$ cat src/hw/lpw_pkg.sv
// shared constants of the low-power wake and retention register block
package lpw_pkg;
   // ----------------------------------------------------------------
   // bus geometry
   // ----------------------------------------------------------------
   localparam int ADDR_W = 8;
   localparam int DATA_W = 32;
   localparam int PIN_W = 32;
   localparam int PERIPH_W = 3;
   localparam int RAM_W = 4;
   localparam int IRQ_W = 2;

   // ----------------------------------------------------------------
   // register byte offsets
   // ----------------------------------------------------------------
   localparam logic [ADDR_W-1:0] OFF_PORT1_WAKE_STATUS = 8'h0C;
   localparam logic [ADDR_W-1:0] OFF_PORT1_WAKE_ENABLE = 8'h10;
   localparam logic [ADDR_W-1:0] OFF_PERIPH_WAKE_STATUS = 8'h30;
   localparam logic [ADDR_W-1:0] OFF_PERIPH_WAKE_ENABLE = 8'h34;
   localparam logic [ADDR_W-1:0] OFF_RAM_BANK_SHUTDOWN = 8'h40;
   localparam logic [ADDR_W-1:0] OFF_RETAINED_SCRATCH_A = 8'h48;
   localparam logic [ADDR_W-1:0] OFF_RETAINED_SCRATCH_B = 8'h4C;
   localparam logic [ADDR_W-1:0] OFF_IRQ_STATUS = 8'h50;
   localparam logic [ADDR_W-1:0] OFF_IRQ_CLEAR = 8'h54;
   localparam logic [ADDR_W-1:0] OFF_IRQ_ENABLE = 8'h58;

   // ----------------------------------------------------------------
   // field positions
   // ----------------------------------------------------------------
   localparam int BIT_LOWPOWER_SERIAL = 2;
   localparam int BIT_LOWPOWER_TIMER_B = 1;
   localparam int BIT_LOWPOWER_TIMER_A = 0;
   localparam int BIT_IRQ_PIN_EVENT = 0;
   localparam int BIT_IRQ_PERIPH_EVENT = 1;

   // ----------------------------------------------------------------
   // reset values and responses
   // ----------------------------------------------------------------
   localparam logic [DATA_W-1:0] RST_WORD = 32'h0000_0000;
   localparam logic [PERIPH_W-1:0] RST_PERIPH = 3'h0;
   localparam logic [RAM_W-1:0] RST_RAM = 4'h0;
   localparam logic [IRQ_W-1:0] RST_IRQ = 2'h0;
   localparam logic [1:0] RESP_OKAY = 2'h0;
   localparam logic [1:0] RESP_SLVERR = 2'h2;
   localparam int SYNC_STAGES = 2;
endpackage

$ cat src/hw/lpw_evt_if.sv
// event carrier between the wake synchroniser and the register block
`timescale 1ns/1ps
interface lpw_evt_if;
   logic [lpw_pkg::PIN_W-1:0] pin_fall;
   logic [lpw_pkg::PERIPH_W-1:0] periph_rise;

   modport src (output pin_fall, output periph_rise);
   modport dst (input pin_fall, input periph_rise);
endinterface

$ cat src/hw/lpw_wake_regs.sv
// wake-up source, ram shutdown and retained scratch registers behind axi4-lite
`timescale 1ns/1ps
module lpw_wake_regs
#(
   parameter logic [31:0] PIN_PRESENT = 32'hFFFF_FFFF
)
(
   input wire logic aclk,
   input wire logic aresetn,
   input wire logic [7:0] s_axi_awaddr,
   input wire logic s_axi_awvalid,
   output logic s_axi_awready,
   input wire logic [31:0] s_axi_wdata,
   input wire logic [3:0] s_axi_wstrb,
   input wire logic s_axi_wvalid,
   output logic s_axi_wready,
   output logic [1:0] s_axi_bresp,
   output logic s_axi_bvalid,
   input wire logic s_axi_bready,
   input wire logic [7:0] s_axi_araddr,
   input wire logic s_axi_arvalid,
   output logic s_axi_arready,
   output logic [31:0] s_axi_rdata,
   output logic [1:0] s_axi_rresp,
   output logic s_axi_rvalid,
   input wire logic s_axi_rready,
   input wire logic [31:0] port1_pin,
   input wire logic lowpower_serial_wake,
   input wire logic lowpower_timer_b_wake,
   input wire logic lowpower_timer_a_wake,
   input wire logic global_pin_wake_enable,
   output logic wake_request,
   output logic wake_irq,
   output logic [3:0] ram_bank_pair_off,
   output logic irq
);
   // ----------------------------------------------------------------
   // register state
   // ----------------------------------------------------------------
   logic [31:0] port1_wake_status;
   logic [31:0] port1_wake_enable;
   logic [2:0] peripheral_wake_status;
   logic [2:0] peripheral_wake_enable;
   logic [3:0] ram_bank_shutdown;
   logic [31:0] retained_scratch_a;
   logic [31:0] retained_scratch_b;
   logic [1:0] irq_status;
   logic [1:0] irq_enable;

   lpw_evt_if ev ();

   lpw_wake_sync u_sync
   (
      .aclk(aclk),
      .aresetn(aresetn),
      .port1_pin(port1_pin),
      .periph_wake({lowpower_serial_wake, lowpower_timer_b_wake, lowpower_timer_a_wake}),
      .ev(ev)
   );

   // ----------------------------------------------------------------
   // helpers
   // ----------------------------------------------------------------
   function automatic logic [31:0] strb_mask(input logic [3:0] s);
      strb_mask = {{8{s[3]}}, {8{s[2]}}, {8{s[1]}}, {8{s[0]}}};
   endfunction

   function automatic logic addr_known(input logic [7:0] a);
      addr_known = (a == lpw_pkg::OFF_PORT1_WAKE_STATUS) || (a == lpw_pkg::OFF_PORT1_WAKE_ENABLE) ||
         (a == lpw_pkg::OFF_PERIPH_WAKE_STATUS) || (a == lpw_pkg::OFF_PERIPH_WAKE_ENABLE) ||
         (a == lpw_pkg::OFF_RAM_BANK_SHUTDOWN) || (a == lpw_pkg::OFF_RETAINED_SCRATCH_A) ||
         (a == lpw_pkg::OFF_RETAINED_SCRATCH_B) || (a == lpw_pkg::OFF_IRQ_STATUS) ||
         (a == lpw_pkg::OFF_IRQ_CLEAR) || (a == lpw_pkg::OFF_IRQ_ENABLE);
   endfunction

   // ----------------------------------------------------------------
   // write channel: address and data held independently
   // ----------------------------------------------------------------
   logic aw_full;
   logic w_full;
   logic [7:0] aw_addr;
   logic [31:0] w_data;
   logic [3:0] w_strb;
   logic wr_fire;
   logic [31:0] wmask;
   logic [31:0] wbits;

   assign s_axi_awready = !aw_full && !s_axi_bvalid;
   assign s_axi_wready = !w_full && !s_axi_bvalid;
   assign wr_fire = aw_full && w_full && !s_axi_bvalid;
   assign wmask = strb_mask(w_strb);
   assign wbits = w_data & wmask;

   // hold each half until its partner arrives
   always_ff @(posedge aclk)
   begin
      if (!aresetn)
      begin
         aw_full <= 1'b0;
         w_full <= 1'b0;
         aw_addr <= 8'h00;
         w_data <= lpw_pkg::RST_WORD;
         w_strb <= 4'h0;
      end
      else
      begin
         if (s_axi_awvalid && s_axi_awready)
         begin
            aw_full <= 1'b1;
            aw_addr <= s_axi_awaddr;
         end
         else if (wr_fire)
            aw_full <= 1'b0;
         if (s_axi_wvalid && s_axi_wready)
         begin
            w_full <= 1'b1;
            w_data <= s_axi_wdata;
            w_strb <= s_axi_wstrb;
         end
         else if (wr_fire)
            w_full <= 1'b0;
      end
   end

   // write response, unmapped addresses answer slverr
   always_ff @(posedge aclk)
   begin
      if (!aresetn)
      begin
         s_axi_bvalid <= 1'b0;
         s_axi_bresp <= lpw_pkg::RESP_OKAY;
      end
      else if (wr_fire)
      begin
         s_axi_bvalid <= 1'b1;
         s_axi_bresp <= addr_known(aw_addr) ? lpw_pkg::RESP_OKAY : lpw_pkg::RESP_SLVERR;
      end
      else if (s_axi_bready)
         s_axi_bvalid <= 1'b0;
   end

   logic wr_p1s;
   logic wr_pws;
   logic wr_icl;
   assign wr_p1s = wr_fire && (aw_addr == lpw_pkg::OFF_PORT1_WAKE_STATUS);
   assign wr_pws = wr_fire && (aw_addr == lpw_pkg::OFF_PERIPH_WAKE_STATUS);
   assign wr_icl = wr_fire && (aw_addr == lpw_pkg::OFF_IRQ_CLEAR);

   // ----------------------------------------------------------------
   // sticky wake flags; a new edge beats a same-cycle clear
   // ----------------------------------------------------------------
   logic [31:0] pin_set;
   assign pin_set = ev.pin_fall & PIN_PRESENT;

   always_ff @(posedge aclk)
   begin
      if (!aresetn)
         port1_wake_status <= lpw_pkg::RST_WORD;
      else
         port1_wake_status <= (port1_wake_status & ~(wr_p1s ? wbits : 32'h0000_0000)) | pin_set;
   end

   always_ff @(posedge aclk)
   begin
      if (!aresetn)
         peripheral_wake_status <= lpw_pkg::RST_PERIPH;
      else
         peripheral_wake_status <= (peripheral_wake_status & ~(wr_pws ? wbits[2:0] : 3'h0)) | ev.periph_rise;
   end

   // ----------------------------------------------------------------
   // plain read-write registers
   // ----------------------------------------------------------------
   always_ff @(posedge aclk)
   begin
      if (!aresetn)
      begin
         port1_wake_enable <= lpw_pkg::RST_WORD;
         peripheral_wake_enable <= lpw_pkg::RST_PERIPH;
         ram_bank_shutdown <= lpw_pkg::RST_RAM;
         irq_enable <= lpw_pkg::RST_IRQ;
      end
      else if (wr_fire)
      begin
         unique case (aw_addr)
            lpw_pkg::OFF_PORT1_WAKE_ENABLE:
               port1_wake_enable <= (port1_wake_enable & ~wmask) | wbits;
            lpw_pkg::OFF_PERIPH_WAKE_ENABLE:
               peripheral_wake_enable <= (peripheral_wake_enable & ~wmask[2:0]) | wbits[2:0];
            lpw_pkg::OFF_RAM_BANK_SHUTDOWN:
               ram_bank_shutdown <= (ram_bank_shutdown & ~wmask[3:0]) | wbits[3:0];
            lpw_pkg::OFF_IRQ_ENABLE:
               irq_enable <= (irq_enable & ~wmask[1:0]) | wbits[1:0];
            default:
               irq_enable <= irq_enable;
         endcase
      end
   end

   // scratch words reset only with the system reset, never on sleep entry or exit
   always_ff @(posedge aclk)
   begin
      if (!aresetn)
      begin
         retained_scratch_a <= lpw_pkg::RST_WORD;
         retained_scratch_b <= lpw_pkg::RST_WORD;
      end
      else
      begin
         if (wr_fire && aw_addr == lpw_pkg::OFF_RETAINED_SCRATCH_A)
            retained_scratch_a <= (retained_scratch_a & ~wmask) | wbits;
         if (wr_fire && aw_addr == lpw_pkg::OFF_RETAINED_SCRATCH_B)
            retained_scratch_b <= (retained_scratch_b & ~wmask) | wbits;
      end
   end

   // ----------------------------------------------------------------
   // wake request and interrupt merge
   // ----------------------------------------------------------------
   logic pin_wake;
   logic per_wake;
   // absent pins are masked so a stray enable bit cannot wake
   assign pin_wake = |(port1_wake_status & port1_wake_enable & PIN_PRESENT) && global_pin_wake_enable;
   assign per_wake = |(peripheral_wake_status & peripheral_wake_enable);
   assign wake_request = pin_wake || per_wake;
   assign wake_irq = pin_wake || per_wake;
   // power-off drops the bank supply, so the pair loses its data
   assign ram_bank_pair_off = ram_bank_shutdown;

   // event interrupts: new pin or peripheral flag
   logic [1:0] irq_set;
   assign irq_set[lpw_pkg::BIT_IRQ_PIN_EVENT] = |pin_set;
   assign irq_set[lpw_pkg::BIT_IRQ_PERIPH_EVENT] = |ev.periph_rise;

   always_ff @(posedge aclk)
   begin
      if (!aresetn)
         irq_status <= lpw_pkg::RST_IRQ;
      else
         irq_status <= (irq_status & ~(wr_icl ? wbits[1:0] : 2'h0)) | irq_set;
   end
   assign irq = |(irq_status & irq_enable);

   // ----------------------------------------------------------------
   // read channel, one cycle latency
   // ----------------------------------------------------------------
   logic [31:0] next_rdata;
   always_comb
   begin
      next_rdata = lpw_pkg::RST_WORD;
      unique case (s_axi_araddr)
         lpw_pkg::OFF_PORT1_WAKE_STATUS: next_rdata = port1_wake_status;
         lpw_pkg::OFF_PORT1_WAKE_ENABLE: next_rdata = port1_wake_enable;
         lpw_pkg::OFF_PERIPH_WAKE_STATUS: next_rdata = {29'h0, peripheral_wake_status};
         lpw_pkg::OFF_PERIPH_WAKE_ENABLE: next_rdata = {29'h0, peripheral_wake_enable};
         lpw_pkg::OFF_RAM_BANK_SHUTDOWN: next_rdata = {28'h0, ram_bank_shutdown};
         lpw_pkg::OFF_RETAINED_SCRATCH_A: next_rdata = retained_scratch_a;
         lpw_pkg::OFF_RETAINED_SCRATCH_B: next_rdata = retained_scratch_b;
         lpw_pkg::OFF_IRQ_STATUS: next_rdata = {30'h0, irq_status};
         lpw_pkg::OFF_IRQ_ENABLE: next_rdata = {30'h0, irq_enable};
         default: next_rdata = lpw_pkg::RST_WORD;
      endcase
   end

   assign s_axi_arready = !s_axi_rvalid;
   logic [7:0] rd_addr;

   always_ff @(posedge aclk)
   begin
      if (!aresetn)
      begin
         s_axi_rvalid <= 1'b0;
         s_axi_rdata <= lpw_pkg::RST_WORD;
         s_axi_rresp <= lpw_pkg::RESP_OKAY;
         rd_addr <= 8'h00;
      end
      else if (s_axi_arvalid && s_axi_arready)
      begin
         s_axi_rvalid <= 1'b1;
         s_axi_rdata <= next_rdata;
         s_axi_rresp <= addr_known(s_axi_araddr) ? lpw_pkg::RESP_OKAY : lpw_pkg::RESP_SLVERR;
         rd_addr <= s_axi_araddr;
      end
      else if (s_axi_rready)
         s_axi_rvalid <= 1'b0;
   end

   // ----------------------------------------------------------------
   // assertions
   // ----------------------------------------------------------------
   logic [31:0] fall_q;
   logic [2:0] rise_q;
   always_ff @(posedge aclk)
   begin
      fall_q <= pin_set;
      rise_q <= ev.periph_rise;
   end

   property p_pin_set;
      @(posedge aclk) disable iff (!aresetn) (|fall_q) |-> ((port1_wake_status & fall_q) == fall_q);
   endproperty
   a_pin_set: assert property (p_pin_set) else $error("pin edge did not set status");

   property p_pin_clear;
      @(posedge aclk) disable iff (!aresetn)
         (wr_p1s && (wbits[0]) && !pin_set[0]) |=> !port1_wake_status[0];
   endproperty
   a_pin_clear: assert property (p_pin_clear) else $error("pin status one did not clear");

   property p_pin_wake;
      @(posedge aclk) disable iff (!aresetn)
         (global_pin_wake_enable && |(port1_wake_status & port1_wake_enable & PIN_PRESENT)) |-> wake_request && wake_irq;
   endproperty
   a_pin_wake: assert property (p_pin_wake) else $error("enabled pin flag gave no wake");

   property p_absent_pin;
      @(posedge aclk) disable iff (!aresetn)
         (per_wake == 1'b0 && (port1_wake_status & port1_wake_enable & PIN_PRESENT) == 32'h0) |-> !wake_request;
   endproperty
   a_absent_pin: assert property (p_absent_pin) else $error("wake without enabled present source");

   property p_per_set;
      @(posedge aclk) disable iff (!aresetn) (|rise_q) |-> ((peripheral_wake_status & rise_q) == rise_q);
   endproperty
   a_per_set: assert property (p_per_set) else $error("peripheral event lost");

   property p_per_wake;
      @(posedge aclk) disable iff (!aresetn)
         (ev.periph_rise[0] && peripheral_wake_enable[0] && !wr_fire) |=> wake_irq;
   endproperty
   a_per_wake: assert property (p_per_wake) else $error("peripheral flag gave no interrupt");

   property p_ram_off;
      @(posedge aclk) disable iff (!aresetn)
         (wr_fire && aw_addr == lpw_pkg::OFF_RAM_BANK_SHUTDOWN && w_strb[0]) |=> (ram_bank_pair_off == $past(w_data[3:0]));
   endproperty
   a_ram_off: assert property (p_ram_off) else $error("ram shutdown not applied");

   property p_scratch_keep;
      @(posedge aclk) disable iff (!aresetn) !wr_fire |=> $stable(retained_scratch_a) && $stable(retained_scratch_b);
   endproperty
   a_scratch_keep: assert property (p_scratch_keep) else $error("scratch word changed without write");

   property p_reserved_zero;
      @(posedge aclk) disable iff (!aresetn)
         (s_axi_rvalid && rd_addr == lpw_pkg::OFF_RAM_BANK_SHUTDOWN) |-> (s_axi_rdata[31:4] == 28'h0);
   endproperty
   a_reserved_zero: assert property (p_reserved_zero) else $error("reserved bits read nonzero");

   property p_merge;
      @(posedge aclk) disable iff (!aresetn) wake_request |-> (pin_wake || per_wake) ##0 wake_irq;
   endproperty
   a_merge: assert property (p_merge) else $error("wake and interrupt disagree");

   c_pin_wake: cover property (@(posedge aclk) disable iff (!aresetn) pin_wake ##1 wr_p1s);
   c_per_wake: cover property (@(posedge aclk) disable iff (!aresetn) per_wake);
   c_set_clear: cover property (@(posedge aclk) disable iff (!aresetn) wr_pws && |ev.periph_rise);
   c_irq: cover property (@(posedge aclk) disable iff (!aresetn) irq);
endmodule // lpw_wake_regs

$ cat src/hw/lpw_wake_sync.sv
// two-flop synchronisers and edge detectors for pin and peripheral wake inputs
`timescale 1ns/1ps
module lpw_wake_sync
(
   input wire logic aclk,
   input wire logic aresetn,
   input wire logic [lpw_pkg::PIN_W-1:0] port1_pin,
   input wire logic [lpw_pkg::PERIPH_W-1:0] periph_wake,
   lpw_evt_if.src ev
);
   // ----------------------------------------------------------------
   // synchroniser chains
   // ----------------------------------------------------------------
   logic [lpw_pkg::PIN_W-1:0] pin_meta;
   logic [lpw_pkg::PIN_W-1:0] pin_sync;
   logic [lpw_pkg::PIN_W-1:0] pin_prev;
   logic [lpw_pkg::PERIPH_W-1:0] per_meta;
   logic [lpw_pkg::PERIPH_W-1:0] per_sync;
   logic [lpw_pkg::PERIPH_W-1:0] per_prev;

   // pins idle high, so the chain resets high to avoid a false fall
   always_ff @(posedge aclk)
   begin
      if (!aresetn)
      begin
         pin_meta <= '1;
         pin_sync <= '1;
         pin_prev <= '1;
      end
      else
      begin
         pin_meta <= port1_pin;
         pin_sync <= pin_meta;
         pin_prev <= pin_sync;
      end
   end

   // peripheral wake lines idle low
   always_ff @(posedge aclk)
   begin
      if (!aresetn)
      begin
         per_meta <= lpw_pkg::RST_PERIPH;
         per_sync <= lpw_pkg::RST_PERIPH;
         per_prev <= lpw_pkg::RST_PERIPH;
      end
      else
      begin
         per_meta <= periph_wake;
         per_sync <= per_meta;
         per_prev <= per_sync;
      end
   end

   // ----------------------------------------------------------------
   // edge pulses, one cycle each
   // ----------------------------------------------------------------
   assign ev.pin_fall = pin_prev & ~pin_sync;
   assign ev.periph_rise = per_sync & ~per_prev;
endmodule // lpw_wake_sync
$ cat config.mk
export PLATFORM = sky130hd
export DESIGN_NAME = lpw_wake_regs
export DESIGN_NICKNAME = d
export VERILOG_FILES = /design/src/hw/lpw_pkg.sv /design/src/hw/lpw_evt_if.sv /design/src/hw/lpw_wake_regs.sv /design/src/hw/lpw_wake_sync.sv
export SDC_FILE = /design/constraint.sdc
export NUM_CORES = 1
export LEC_CHECK = 0
export ABC_CLOCK_PERIOD_IN_PS = 2300
export BUFFER_PORTS_ARGS = -buffer_cell sky130_fd_sc_hd__buf_2
export CAP_MARGIN = 20
export CORE_ASPECT_RATIO = 0.5
export CORE_MARGIN = 1
export CORE_UTILIZATION = 60
export CTS_BUF_LIST = sky130_fd_sc_hd__clkbuf_4 sky130_fd_sc_hd__clkbuf_8
export CTS_CLUSTER_DIAMETER = 60
export CTS_CLUSTER_SIZE = 20
export DETAILED_ROUTE_END_ITERATION = 10
export HOLD_SLACK_MARGIN = 0.12
export PLACE_DENSITY = 0.8
export SETUP_SLACK_MARGIN = 0.5
export SLEW_MARGIN = 10
export SYNTH_ARGS = -nofsm -noshare
export SYNTH_HDL_FRONTEND = slang
export SYNTH_SLANG_ARGS = --single-unit
$ cat constraint.sdc
create_clock -name aclk -period 2.3 [get_ports aclk]
set_input_delay 0.115 -clock aclk [delete_from_list [all_inputs] [get_ports aclk]]
set_output_delay 0.115 -clock aclk [all_outputs]
set_load 0.02 [all_outputs]
==> results.txt <==
The tree is rooted in a sky130_fd_sc_hd__clkbuf_8. The sum of routed wire length over all layers is 35,790 um. The part of the Yosys area used for sequential elements is 53.64%.

The number of levels in the clock H-tree is 1. The latest clock arrival within the worst-skew pair is 0.58 ns. The pin count of the biggest net entering global routing came out at 98. The number of detailed-routing iterations run before antenna repair is 8. TritonCTS built the clock tree. The checks that failed: setup timing. The post-synthesis cell area came out at 12,280 sq um. The number of clock buffers inserted by TritonCTS came out at 20. The last weighted congestion value of the routability-driven placer came out at 0.9376. Setup repair after global routing could not meet its margin everywhere. The number of failing hold endpoints at the final stage was 0. Buffers placed on the I/O ports in this run total 140. The leakage power came out at 5.715 nW. Combinational logic burns 9.1% of the power.

The number of antenna violations at the first check in global routing came out at 1. The flow ran to the end, but the final reports show violations. The worst setup path is captured at an output port.

The commonest non-fill, non-tap cell in the layout is sky130_fd_sc_hd__dfxtp_1. The sum of net half-perimeters after detailed placement is 23,330 um. The initial standard-cell utilization of the core is 62.24%.

The final period demand of the worst path came out at 2.353 ns. Of the cells placed in the final design, the portion with a size suffix greater than 1 is 17.98%. The worst setup path is launched from a flip-flop. The die boundary height came out at 103.2 um. The number of violations of the max-capacitance limit is 0. The power dissipated by switching net loads came out at 2.360 mW.

The mean number of vias per cell is 5.896. With fillers left out, the area of the finished cells amounts to 14,930 sq um. The clock network is responsible for 26.9% of the overall power. The count of boundary I/O pins is 143. The fraction of post-synthesis cell area in the top cell type by area came out at 53.64%. Compared with the post-synthesis result, the final layout area differs by 21.58%. The die covers 21,080 sq um. In this run, synthesis produced a sequential element count of 329. The clock transition time at the flip-flop clock pins of the worst setup and hold paths is 0.14 ns. The number of nets in the layout came out at 1,680.

Global routing consumed, over all layers together, 33.50% of the routing resources. The pre-CTS setup slack came out at 0.2135 ns. The aggregate global routing overflow is 0. The total count of max-transition violations in the final report is 0.

In the post-route analysis, the smallest setup slack over all paths is -0.05300 ns. The post-detailed-route wirelength per cell came out at 19.33 um. The final clock skew is 0.03425 ns. The achievable frequency is 0.4250 GHz.

In the post-synthesis netlist, the biggest area contributors are sky130_fd_sc_hd__dfxtp_1 (54%), sky130_fd_sc_hd__nand2_1 (8.0%), sky130_fd_sc_hd__nand2b_1 (7.6%), sky130_fd_sc_hd__a21oi_1 (3.8%), sky130_fd_sc_hd__a22oi_1 (3.1%). The via count of the first global-routing pass is 10,020. In this run the remaining antenna-violating nets after routing total 0. The share of the clock period used by the worst path after layout is 102.3%. The count of routing violations after the opening detailed-route iteration came out at 1,106. The kind of critical path is reg -> out. In this run, distinct cell masters in the synthesized netlist total 56. The number of flops mapped to enable cells by yosys came out at 0. The via count is 10,920.

The sequential share of power is 64.0%. The leading area contributor after synthesis is sky130_fd_sc_hd__dfxtp_1. The required time of the worst setup path came out at 2.18 ns. The number of design rule violations left after detail routing came out at 0. The number of cells produced by synthesis came out at 1,366.

The cell area reported after detailed placement came out at 13,200 sq um. The path type of the worst min-delay path is in -> reg. The number of clock sinks is 329. Data arrives at the worst endpoint at 2.24 ns.

Measured along the x axis, the die boundary spans 204.3 um. Net switching is 24.99% of the power. The power per cell area came out at 632.5 nW/um^2.

The internal power summed over all cells came out at 7.083 mW. The highest ir drop seen on vdd is 0.5084 mV. The top cell types in the final layout, fill and taps aside, are sky130_fd_sc_hd__dfxtp_1 (320), sky130_fd_sc_hd__nand2_1 (255), sky130_fd_sc_hd__nand2b_1 (150).

In this run the tightest slew margin relative to its limit is 59.51%. The proportion of register bits with asynchronous set or reset after synthesis is 0%. The standard-cell row count is 36. The count of warnings emitted by yosys came out at 0. The average instance area after synthesis came out at 8.989 sq um. The core area came out at 19,730 sq um.

The global-route wire length before repair came out at 54,320 um. At the pin with the least slew margin, the transition time is 0.6074 ns. The peak fanout along the critical path came out at 3.

No sink is reached through more buffers than the 3 on the longest clock path. The number of setup violations in the final report is 2. The most used flip-flop cell after synthesis is sky130_fd_sc_hd__dfxtp_1.
==> cell type report <==
| type | count | area, sq um |
|---|---|---|
| tap | 266 | 332.8 |
| inverter | 7 | 26.28 |
| fill | 1418 | 4800 |
| antenna | 1 | 2.502 |
| sequential | 329 | 6603 |
| clock buffer | 20 | 275.3 |
| clock inverter | 2 | 25.02 |
| multi-input combinational | 940 | 5492 |
| timing repair buffer | 287 | 2173 |
==> worst max-delay path, stage by stage, from the launching register on <==
cell and delay [ns]:
sky130_fd_sc_hd__dfxtp_1 0.37, sky130_fd_sc_hd__a22oi_2 0.28, sky130_fd_sc_hd__nand4_1 0.18, sky130_fd_sc_hd__o41ai_4 0.42, sky130_fd_sc_hd__buf_4 0.19, sky130_fd_sc_hd__nand2_4 0.06, sky130_fd_sc_hd__buf_6 0.15
==> power groups by stage <==
stage | registers [mW] | logic, mW | clock network (mW)
3_3_place_gp | 6.14 | 0.642 | 0
5_1_grt | 6.05 | 0.937 | 2.78
2_1_floorplan | 6.08 | 0.437 | 0
6_report | 6.04 | 0.863 | 2.54
4_1_cts | 6.02 | 0.817 | 2.56
3_5_place_dp | 6.15 | 0.664 | 0
==> cell usage after synthesis, drive strengths merged, types with 12 or more instances <==
library cell	n
buf	34
nand3	69
dfxtp	329
nand4	16
nor2	25
o21ai	86
a22o	30
mux2i	15
a222oi	12
a31oi	26
and2	24
clkbuf	57
nand2b	150
a21oi	93
nand2	264
a22oi	51
==> repair_timing <==
action                                  in CTS  in global routing
hold buffers                               104                  0
buffers inserted                             4                  9
hold endpoints to repair                   128                  0
endpoints found under the setup margin      84                138
pin swaps                                    6                 17
gates resized for setup                     36                 47
==> through the flow <==
stage | hold WS, ns | instances | power, mW | utilization [%] | setup TNS [ns]
CTS | 0.1269 | 1842 | 9.399 | 74.64 | -0.06319
global placement | 0.2939 | 1712 | 6.785 | 66.92 | 0
floorplan | 0.2165 | 1367 | 6.512 | - | 0
detailed placement | 0.2990 | 1712 | 6.811 | 66.92 | 0
finish | 0.1486 | 1852 | 9.443 | 75.67 | -0.1054
global route | 0.1400 | 1851 | 9.774 | 75.66 | -0.2157
==> per-layer routing <==
| layer | share of wire, % | GRT usage (%) |
|---|---|---|
| met5 | 0.22 | 2.679 |
| met4 | 2.1 | 7.692 |
| met3 | 11 | 7.617 |
| met2 | 45 | 54.42 |
| met1 | 42 | 45.52 |
==> logic make-up after synthesis <==
kind of cell / count (synthesis) / synth area share [%]
other: 1 / 0.03054
AND/OR/NAND/NOR: 593 / 24.35
multiplexers: 19 / 1.590
flip-flops: 329 / 53.64
AO/OA/AOI/OAI: 326 / 16.86
buffers and inverters: 98 / 3.526
==> final timing paths <==
kind / start / end / slack, ns / cells past startpoint
max reg2reg: aw_addr[7]$_SDFFE_PN0P_ / port1_wake_status[19]$_SDFF_PN0_ / 0.49 / 6
min: s_axi_araddr[3] / s_axi_rdata[2]$_SDFFE_PN0P_ / 0.15 / 5
min reg2reg: u_sync.pin_meta[28]$_SDFF_PN1_ / u_sync.pin_sync[28]$_SDFF_PN1_ / 0.41 / 1
max: port1_wake_status[5]$_SDFF_PN0_ / wake_irq / -0.05 / 6
No activity file was read; power rests on OpenSTA's default activity.
